--- config.mk ---
export PLATFORM = sky130hd
export DESIGN_NAME = adsp_path_config
export DESIGN_NICKNAME = d
export VERILOG_FILES = /design/src/core/adsp_pkg.sv /design/src/core/adsp_path_config.sv
export VERILOG_INCLUDE_DIRS = /design/src /design/src/core
export SDC_FILE = /design/constraint.sdc
export NUM_CORES = 1
export LEC_CHECK = 0
export BUFFER_PORTS_ARGS = -buffer_cell sky130_fd_sc_hd__buf_2
export CAP_MARGIN = 10
export CORE_ASPECT_RATIO = 0.8
export CORE_UTILIZATION = 30
export CTS_CLUSTER_DIAMETER = 150
export DETAILED_ROUTE_END_ITERATION = 12
export GPL_ROUTABILITY_DRIVEN = 1
export SETUP_SLACK_MARGIN = 0.3
export SYNTH_ARGS = -nofsm -noshare
export SYNTH_HDL_FRONTEND = slang
export SYNTH_SLANG_ARGS = --single-unit
export TNS_END_PERCENT = 30
--- constraint.sdc ---
create_clock -name clock -period 16.8 [get_ports clock]
set_clock_uncertainty 0.1 [all_clocks]
set_input_delay 3.36 -clock clock [delete_from_list [all_inputs] [get_ports clock]]
set_output_delay 3.36 -clock clock [all_outputs]
set_load 0.02 [all_outputs]
--- src/core/adsp_defs.svh ---
// Register offsets, reset values, field positions and timing counts of the DSP path configuration.
`ifndef ADSP_DEFS_SVH
`define ADSP_DEFS_SVH
`define ADSP_REC_OFS    8'h72
`define ADSP_PLAY_OFS   8'h73
`define ADSP_STAT_OFS   8'h7F
`define ADSP_CFG_RST    8'h18
`define ADSP_FILT_POS   6
`define ADSP_HPF_POS    4
`define ADSP_BQ_POS     2
`define ADSP_SOFT_POS   1
`define ADSP_GANG_POS   0
`define ADSP_CLK_NS     10
`define ADSP_STEP_NS    1000
`define ADSP_STEP_CYC   ((`ADSP_STEP_NS + `ADSP_CLK_NS - 1) / `ADSP_CLK_NS)
`define ADSP_VOL_MUTE   8'h00
`define ADSP_VOL_0DB    8'hC9
`define ADSP_VOL_MAX    8'hFF
`define ADSP_CUT_CODE1  8'h02
`define ADSP_CUT_CODE2  8'h19
`define ADSP_CUT_CODE3  8'hC8
`define ADSP_AP_N0      32'h7FFFFFFF
`define ADSP_AP_N1      32'h00000000
`define ADSP_AP_D1      32'h00000000
`endif

--- src/core/adsp_pkg.sv ---
// Types shared by the DSP path configuration logic.
package adsp_pkg;
  typedef enum logic [1:0] {
    ADSP_RESP_LINEAR   = 2'h0,
    ADSP_RESP_LOW_LAT  = 2'h1,
    ADSP_RESP_ULOW_LAT = 2'h2,
    ADSP_RESP_RSVD     = 2'h3
  } adsp_resp_t;

  typedef struct packed {
    adsp_resp_t filter_response;
    logic [1:0] highpass_select;
    logic [1:0] biquad_count;
    logic       soft_step_off;
    logic       volume_gang;
  } adsp_cfg_t;

  typedef struct packed {
    logic [31:0] n0;
    logic [31:0] n1;
    logic [31:0] d1;
  } adsp_coef_t;
endpackage

--- src/core/adsp_path_config.sv ---
// Record and playback DSP path configuration with soft-stepped digital volume.
//
// Our own choice: strobed register access.
`timescale 1ns/1ps
`default_nettype none
`include "adsp_defs.svh"

module adsp_path_config #(
  parameter int CH        = 4,
  parameter int STEP_CYC  = `ADSP_STEP_CYC
) (
  input  wire logic                 clock,
  input  wire logic                 reset,
  input  wire logic [7:0]           reg_addr,
  input  wire logic [7:0]           reg_wdata,
  input  wire logic                 reg_write,
  input  wire logic                 reg_read,
  output logic [7:0]                reg_rdata,
  input  wire logic [CH-1:0][7:0]   record_volume,
  input  wire logic [CH-1:0][7:0]   playback_volume,
  input  wire logic [CH-1:0]        record_active,
  input  wire logic [CH-1:0]        playback_active,
  input  wire logic                 coef_write,
  input  wire logic                 coef_path,
  input  wire logic [1:0]           coef_index,
  input  wire logic [31:0]          coef_data,
  output adsp_pkg::adsp_cfg_t       record_cfg,
  output adsp_pkg::adsp_cfg_t       playback_cfg,
  output logic [7:0]                record_cutoff,
  output logic [7:0]                playback_cutoff,
  output logic [2:0]                record_biquad_en,
  output logic [2:0]                playback_biquad_en,
  output adsp_pkg::adsp_coef_t      record_coef,
  output adsp_pkg::adsp_coef_t      playback_coef,
  output logic [CH-1:0][7:0]        record_gain,
  output logic [CH-1:0][7:0]        playback_gain
);

  localparam int CW = $clog2(STEP_CYC + 1);
  localparam logic [CW-1:0] STEP_LAST = CW'(STEP_CYC - 1);

  adsp_pkg::adsp_cfg_t        cfg_r [2];
  adsp_pkg::adsp_coef_t       coef_r [2];
  logic [1:0][7:0]            cut_r;
  logic [1:0][2:0]            bq_r;
  logic [1:0][CH-1:0][7:0]    gain_r;
  logic [1:0][CH-1:0][7:0]    tgt;
  logic [1:0][CH-1:0][7:0]    vol_a;
  logic [1:0][CH-1:0]         act_a;
  logic [1:0]                 busy;
  logic [7:0]                 rdata_r;
  logic [CW-1:0]              cnt_r;
  logic                       tick_r;

  // Fixed cutoffs are reported in units of 1e-5 of the sample rate.
  function automatic logic [7:0] cutoff_of(input logic [1:0] code);
    unique case (code)
      2'h1: cutoff_of = `ADSP_CUT_CODE1;
      2'h2: cutoff_of = `ADSP_CUT_CODE2;
      2'h3: cutoff_of = `ADSP_CUT_CODE3;
      2'h0: cutoff_of = 8'h00;
    endcase
  endfunction

  function automatic logic [2:0] bq_mask(input logic [1:0] n);
    unique case (n)
      2'h0: bq_mask = 3'h0;
      2'h1: bq_mask = 3'h1;
      2'h2: bq_mask = 3'h3;
      2'h3: bq_mask = 3'h7;
    endcase
  endfunction

  function automatic logic [7:0] next_gain(input logic [7:0] cur,
                                           input logic [7:0] goal,
                                           input logic       soft_off,
                                           input logic       tick);
    if (soft_off) begin
      next_gain = goal;
    end else if (tick && cur < goal) begin
      next_gain = cur + 8'h01;
    end else if (tick && cur > goal) begin
      next_gain = cur - 8'h01;
    end else begin
      next_gain = cur;
    end
  endfunction

  assign vol_a = {playback_volume, record_volume};
  assign act_a = {playback_active, record_active};

  // Register writes; both paths share one layout.
  always_ff @(posedge clock or posedge reset) begin
    if (reset) begin
      cfg_r[0] <= adsp_pkg::adsp_cfg_t'(`ADSP_CFG_RST);
      cfg_r[1] <= adsp_pkg::adsp_cfg_t'(`ADSP_CFG_RST);
    end else if (reg_write) begin
      if (reg_addr == `ADSP_REC_OFS) begin
        cfg_r[0] <= adsp_pkg::adsp_cfg_t'(reg_wdata);
      end
      if (reg_addr == `ADSP_PLAY_OFS) begin
        cfg_r[1] <= adsp_pkg::adsp_cfg_t'(reg_wdata);
      end
    end
  end

  // Read data stand one cycle after the strobe; unmapped offsets read zero.
  always_ff @(posedge clock or posedge reset) begin
    if (reset) begin
      rdata_r <= 8'h00;
    end else if (reg_read) begin
      if (reg_addr == `ADSP_REC_OFS) begin
        rdata_r <= cfg_r[0];
      end else if (reg_addr == `ADSP_PLAY_OFS) begin
        rdata_r <= cfg_r[1];
      end else if (reg_addr == `ADSP_STAT_OFS) begin
        rdata_r <= {6'h00, busy};
      end else begin
        rdata_r <= 8'h00;
      end
    end else begin
      rdata_r <= 8'h00;
    end
  end

  // Decoded filter settings; code 3 of the response field is passed on untouched.
  always_ff @(posedge clock or posedge reset) begin
    if (reset) begin
      cut_r <= '0;
      bq_r  <= '0;
    end else begin
      for (int p = 0; p < 2; p++) begin
        cut_r[p] <= cutoff_of(cfg_r[p].highpass_select);
        bq_r[p]  <= bq_mask(cfg_r[p].biquad_count);
      end
    end
  end

  // Custom high-pass coefficients start as all-pass so selecting code 0 is harmless.
  always_ff @(posedge clock or posedge reset) begin
    if (reset) begin
      for (int p = 0; p < 2; p++) begin
        coef_r[p] <= {`ADSP_AP_N0, `ADSP_AP_N1, `ADSP_AP_D1};
      end
    end else if (coef_write) begin
      unique case (coef_index)
        2'h0: coef_r[coef_path].n0 <= coef_data;
        2'h1: coef_r[coef_path].n1 <= coef_data;
        2'h2: coef_r[coef_path].d1 <= coef_data;
        2'h3: ;
      endcase
    end
  end

  // Soft-step pacing: one half-decibel code per tick.
  always_ff @(posedge clock or posedge reset) begin
    if (reset) begin
      cnt_r  <= '0;
      tick_r <= 1'b0;
    end else if (cnt_r == STEP_LAST) begin
      cnt_r  <= '0;
      tick_r <= 1'b1;
    end else begin
      cnt_r  <= cnt_r + CW'(1);
      tick_r <= 1'b0;
    end
  end

  // Targets: ganged paths follow channel 0 even when channel 0 is off; idle channels mute.
  always_comb begin
    for (int p = 0; p < 2; p++) begin
      busy[p] = 1'b0;
      for (int c = 0; c < CH; c++) begin
        if (!act_a[p][c]) begin
          tgt[p][c] = `ADSP_VOL_MUTE;
        end else if (cfg_r[p].volume_gang) begin
          tgt[p][c] = vol_a[p][0];
        end else begin
          tgt[p][c] = vol_a[p][c];
        end
        if (gain_r[p][c] != tgt[p][c]) begin
          busy[p] = 1'b1;
        end
      end
    end
  end

  // The applied gain is the 8-bit volume code itself; the multiplier decodes it.
  always_ff @(posedge clock or posedge reset) begin
    if (reset) begin
      gain_r <= '0;
    end else begin
      for (int p = 0; p < 2; p++) begin
        for (int c = 0; c < CH; c++) begin
          gain_r[p][c] <= next_gain(gain_r[p][c], tgt[p][c],
                                    cfg_r[p].soft_step_off, tick_r);
        end
      end
    end
  end

  assign reg_rdata          = rdata_r;
  assign record_cfg         = cfg_r[0];
  assign playback_cfg       = cfg_r[1];
  assign record_cutoff      = cut_r[0];
  assign playback_cutoff    = cut_r[1];
  assign record_biquad_en   = bq_r[0];
  assign playback_biquad_en = bq_r[1];
  assign record_coef        = coef_r[0];
  assign playback_coef      = coef_r[1];
  assign record_gain        = gain_r[0];
  assign playback_gain      = gain_r[1];
endmodule

`default_nettype wire

* Yosys cells after proc, flatten, opt, wreduce, memory -nomap -nowiden
Cells that the tools add are included.
** Word-level totals
- Register bits :: 310
- Input bits :: 128
- Logic and storage cells :: 193
** Cells by class
- Add/subtract/negate cells :: 17
- $lt $le $gt $ge :: 18
- Equality and inequality tests :: 26
- Mux-type cells :: 66
- Bitwise operators :: 1
- Reductions and logical operators :: 34
** Operators with widths (count)
- 192-bit bitwise mux :: 3
- 192-bit case mux with 3 select lines :: 1
- 8-bit 2-to-1 mux :: 41
- 96-bit demux with 1-bit select :: 3
- 96-bit 2-to-1 mux :: 1
- 8-bit by 1-bit adder with 8-bit output, second input constant :: 8
- 8-bit > comparator :: 8
- 8-bit less-than comparator :: 8
- 64-bit 2-to-1 mux :: 1
- 8-bit != test :: 8
- 8-bit case mux with 4 select lines :: 2
- 8-bit by 1-bit subtractor with 8-bit output, second input constant :: 8
- 32-bit 2-to-1 mux :: 1
- 3-bit nonzero test :: 9
- 8-bit by 7-bit equality test with 1-bit output, second input constant :: 3
- 3-bit case mux with 4 select lines :: 2
- 2-bit equality test, second input constant :: 9
- 1-bit logical AND :: 17
- 2-bit by 1-bit equality test with 1-bit output, second input constant :: 5
- 2-bit logical NOT :: 5
- 1-bit 2-to-1 mux :: 9
- 7-bit by 1-bit adder with 7-bit output, second input constant :: 1
- 7-bit equality test, second input constant :: 1
- 7-bit 2-to-1 mux :: 1
- other kinds (5) :: 7

* Longest topological paths before layout
- Depth after elaboration :: 10
- Gate-level depth with buffers :: 17
- Gate-level depth less buffers :: 15

* Worst setup path after synthesis
Ideal clock, no wire load.
- Path type :: input to register
- Start point :: in playback_volume[6] (netlist bit)
- End point :: reg gain_r, in the netlist playback_gain[31]
- Setup time :: 0.140 ns
- Arrival :: 6.550 ns
- Required time :: 16.560 ns
- Slack :: 10.009 ns
- Stages :: 13
- Path buffers :: 0
- Cells stage by stage :: and2_1 o21ai_0 ha_1 a21o_1 a211oi_1 nand2_1 ha_1 a211oi_1 nor2_1 o41a_1 a2111o_1 a41oi_1 a211oi_1
** Between the ends
- Longest elaborated chain between the ends :: 6
- Elaborated cells on any way between the ends :: 9
** RTL lines
- start, declared :: RTL line adsp_path_config.sv:20 : input wire logic [CH-1:0][7:0] playback_volume,
- 8-bit 2-to-1 mux (*) :: RTL line adsp_path_config.sv:176 : end else if (cfg_r[p].volume_gang) begin
- 8-bit 2-to-1 mux (*) :: RTL line adsp_path_config.sv:174 : if (!act_a[p][c]) begin
- 8-bit less-than comparator :: RTL line adsp_path_config.sv:80 : end else if (tick && cur < goal) begin
- 1-bit logical AND :: RTL line adsp_path_config.sv:80
- 8-bit 2-to-1 mux :: RTL line adsp_path_config.sv:80
- 8-bit 2-to-1 mux :: RTL line adsp_path_config.sv:78 : if (soft_off) begin
- end signal, assigned by index :: RTL line adsp_path_config.sv:195 : gain_r[p][c] <= next_gain(gain_r[p][c], tgt[p][c],
- end, declared :: RTL line adsp_path_config.sv:46 : logic [1:0][CH-1:0][7:0] gain_r;
Every way passes the cells marked *; elsewhere a longest branch is shown, timed or not.
A chain may end at the register's enable or synchronous reset.

* Worst setup path in the final report
- Start point :: in playback_volume[2] (netlist bit)
- End point :: reg gain_r, in the netlist playback_gain[31]
The elaborated chain is that of the path after synthesis.

==> results.md <==
- GRT Total Usage: 18.7%
- Max stage delay cell, worst path: o31ai_1
- IO Port Bufs: between 400 and 500
- Htree depth: 2
- Area Growth Syn to Fin: 24.3%
- Post-DP HPWL: around 38000 um
- CP Launch Type: primary input
- Status: finished, final reports clean
- Sequential cell area: between 7000 and 8000 um^2
- Async S/R FF share, synth: 100%
- Placed Cells: 2563
- Critical Path End Type: flip-flop
- Core Area: about 54000 um^2
- RR Endpoint: playback_gain[31]$_DFFE_PP0P_
- Antenna-violating nets left: 0
- Fill count: 5358
- Synth cell types: between 60 and 70
- Clock sinks: 302
- Pin count of the biggest net entering global routing: ~110
- Post-CTS setup buffers: 0
- Clk network pwr share: between 30% and 40%
- Reg2reg setup slack: approximately 12 ns
- Post-layout min period: roughly 7 ns
- Crit path largest cell delay: around 0.6 ns
- Worst path top cell family by delay: compound AO/OA/AOI/OAI gates
- First-pass GRT wire length: 82900 um
- Placer Congestion: ~0.9
- Worst R2R Start: playback_cfg[0]$_DFFE_PP0P_
- CTS tree: built
- DRT Pass-1 Iters: 5
- Seq cells post-synth: approximately 300
- Power Total: around 2.5 mW
- VDD IR-drop max: a little over 0.08 mV
- Die area: 55900 um^2
- Crit path kind: primary input to flip-flop
- Non-Filler Instances: about 2.6k
- Number of antenna violations at the first check in global routing: 3
- Worst-Margin Slew: between 0.9 and 1 ns
- Vias in the first global route: ~14k
- Total grt overflow: 0
- Comb power frac: between 30% and 40%
- Post-synth top area cell: dfrtp_1
- Critical Path RT: between 15 and 20 ns
- Clock-pin slew on the worst setup and hold paths: 0.06 ns
- CTS Buf Count: 36
- Critical Path, Cell by Cell: buf_2 > and2_1 > o21ai_0 > ha_1 > o21ai_0 > a21oi_1 > o31ai_1 > nand2_1 > ha_1 > a211oi_1 > nor2_1 > o41a_1 > a2111o_1 > a41oi_1 > a211oi_1
- Site Rows: 76
- Achievable frequency: approximately 0.14 GHz
- Leakage: ~10 nW
- Register share of total power: between 30% and 40%
- Routed len/inst: 20.4 um
- Predominant post-synthesis flop cell: dfrtp_1
- MaxCap Viol Count: 0
- Crit. Startpoint: playback_volume[2]
- Gate Count Post-Synth: between 1.5k and 2k
- Post-CTS Resized: 0
- CP endpoint: playback_gain[31]$_DFFE_PP0P_
- Vias: roughly 14k
- Routed vias/inst: about 5.4
- Post-DP Area: around 19000 um^2
- EDFF count, synth: 0
- Max-slew violation count: 0
- NumNets Final: 2157
- Crit path max fanout: 8
- NetSw: slightly above 0.9 mW
- Die width: around 260 um
- DRC violation count after routing: 0
- Synth area leaders: dfrtp_1, dfstp_2, ha_1
- Fraction of layout cells with a size suffix above 1: about 33%
- Switching Fraction: 36.3%
- Post-CTS Hold Buffers: 0
- Met3 Use GR: 5.30%
- Netlist Area Pre-Place: about 16000 um^2
- Global-route met1 utilization: about a quarter
- Clock Tree Root: clkbuf_16
- Register area share after synthesis: 46.3%
- Syn avg cell area: approximately 11 um^2
- Final hold violations: 0
- DR iter-0 viols: slightly below 900
- Clock Latency Late Sink: ~0.54 ns
- Final setup viols: 0
- Die height: between 200 and 250 um
- WL final: about 54000 um
- Power per cell area: approximately 120 nW/um^2
- Setup TNS: 0 ns
- IO Pins: 430
- Initial Util: 30.5%
- YS warnings: 0
- RSZ-0062 raised after global routing: false
- Worst Reg-to-Reg Cells: 14
- CP Depth: 15
- Final period utilization: 41.5%
- Met2 Usage GRT: 30.1%
- Buf/Inv on CP: 1
- Slew HR: 33.4%
- Footprint of the multi-input gates: 8440 um^2
- Top cell type's share of synthesized area: around 36%
- Worst EP arrival: slightly above 7 ns
- CTS Buffer Depth: 3
- HP Class: flip-flop to flip-flop
- Int Power: between 1.5 and 2 mW
- Gr busiest metal: met2
- Antenna diodes: 0
- Post-Layout Inst Area: ~20000 um^2
-- logic make-up after synthesis --
| logic type | share of synthesized area [%] |
|---|---|
| AOI/OAI and AO/OA | 22.1 |
| xor gates and xnor gates | 2.23 |
| adders and majority gates | 10.2 |
| buffers and inverters | 2.85 |
| DFF | 46.3 |
| muxes | 4.89 |
| other | 0.0227 |
| and+or+nand+nor | 11.3 |
-- synth_stat cells (14+ instances only) --
cell type / n
xnor2_1: 21
or2_2: 17
nand2_1: 68
o21bai_1: 14
a21o_1: 21
dfrtp_1: 236
mux2_2: 28
and2_1: 22
nand4_1: 17
dfstp_2: 66
ha_1: 122
nor2b_1: 96
o21a_1: 14
mux2i_1: 49
a211oi_1: 18
a21oi_1: 75
o21ai_0: 81
xor2_1: 21
a32o_1: 96
clkbuf_1: 74
nand3_1: 24
nor2_1: 72
a22o_1: 96
inv_1: 21
o211ai_1: 19
-- how the worst min path moves through the flow --
stage,endpoint,cells past startpoint,start
2_1_floorplan,cnt_r[0]$_DFF_PP0_,1,cnt_r[0]$_DFF_PP0_
5_1_grt,record_biquad_en[1]$_DFF_PP0_,0,record_cfg[3]$_DFFE_PP1P_
3_5_place_dp,playback_biquad_en[1]$_DFF_PP0_,0,playback_cfg[3]$_DFFE_PP1P_
4_1_cts,record_biquad_en[1]$_DFF_PP0_,0,record_cfg[3]$_DFFE_PP1P_
6_report,record_biquad_en[1]$_DFF_PP0_,0,record_cfg[3]$_DFFE_PP1P_
3_3_place_gp,playback_biquad_en[1]$_DFF_PP0_,0,playback_cfg[3]$_DFFE_PP1P_
-- placed cells by master (no fill, tap or decap), types with 17 or more instances in the layout --
cell       count
nand2_1       68
dfstp_2       66
clkbuf_16     36
ha_1         122
inv_1         19
a211oi_1      18
nor2b_1       96
xnor2_1       21
a21o_1        21
a21oi_1       75
nand3_1       24
a22o_1        96
a32o_1        96
mux2_2        28
o211ai_1      19
nand4_1       17
buf_4         20
buf_2        424
and2_1        21
nor2_1        70
dfrtp_1      236
mux2i_1       49
or2_2         17
o21ai_0       81
xor2_1        21
-- through the flow --
stage,hold slack (ns),utilization [%],worst slack (ns)
2_1_floorplan,0.348,-,5.10
3_5_place_dp,0.343,35.8,9.34
4_1_cts,0.348,37.9,9.91
6_report,0.345,37.9,9.83
5_1_grt,0.350,37.9,9.52
3_3_place_gp,0.339,35.8,9.45
-- power groups by stage --
stage	Combinational [mW]	Sequential, mW	Clock (mW)
2_1_floorplan	0.442	1.05	0
3_3_place_gp	0.791	0.953	0
3_5_place_dp	0.809	0.957	0
4_1_cts	0.814	0.947	0.796
5_1_grt	0.896	0.963	0.822
6_report	0.816	0.948	0.775
-- routing by layer --
layer	vias to the layer above	wire length, um
met3	76	4260
li1	6446	-
met1	7086	24000
met2	525	24400
met5	-	35
met4	6	932
-- final cells by class --
cell class	instances	area share [%]
Inverter	22	0.440
Tap cell	702	4.29
Clock inverter	10	0.464
Sequential cell	302	37.3
Multi-Input combinational cell	1093	41.2
Clock buffer	56	5.25
Timing Repair Buffer	444	11.1
Note: power is estimated with default switching activity, not from simulation.
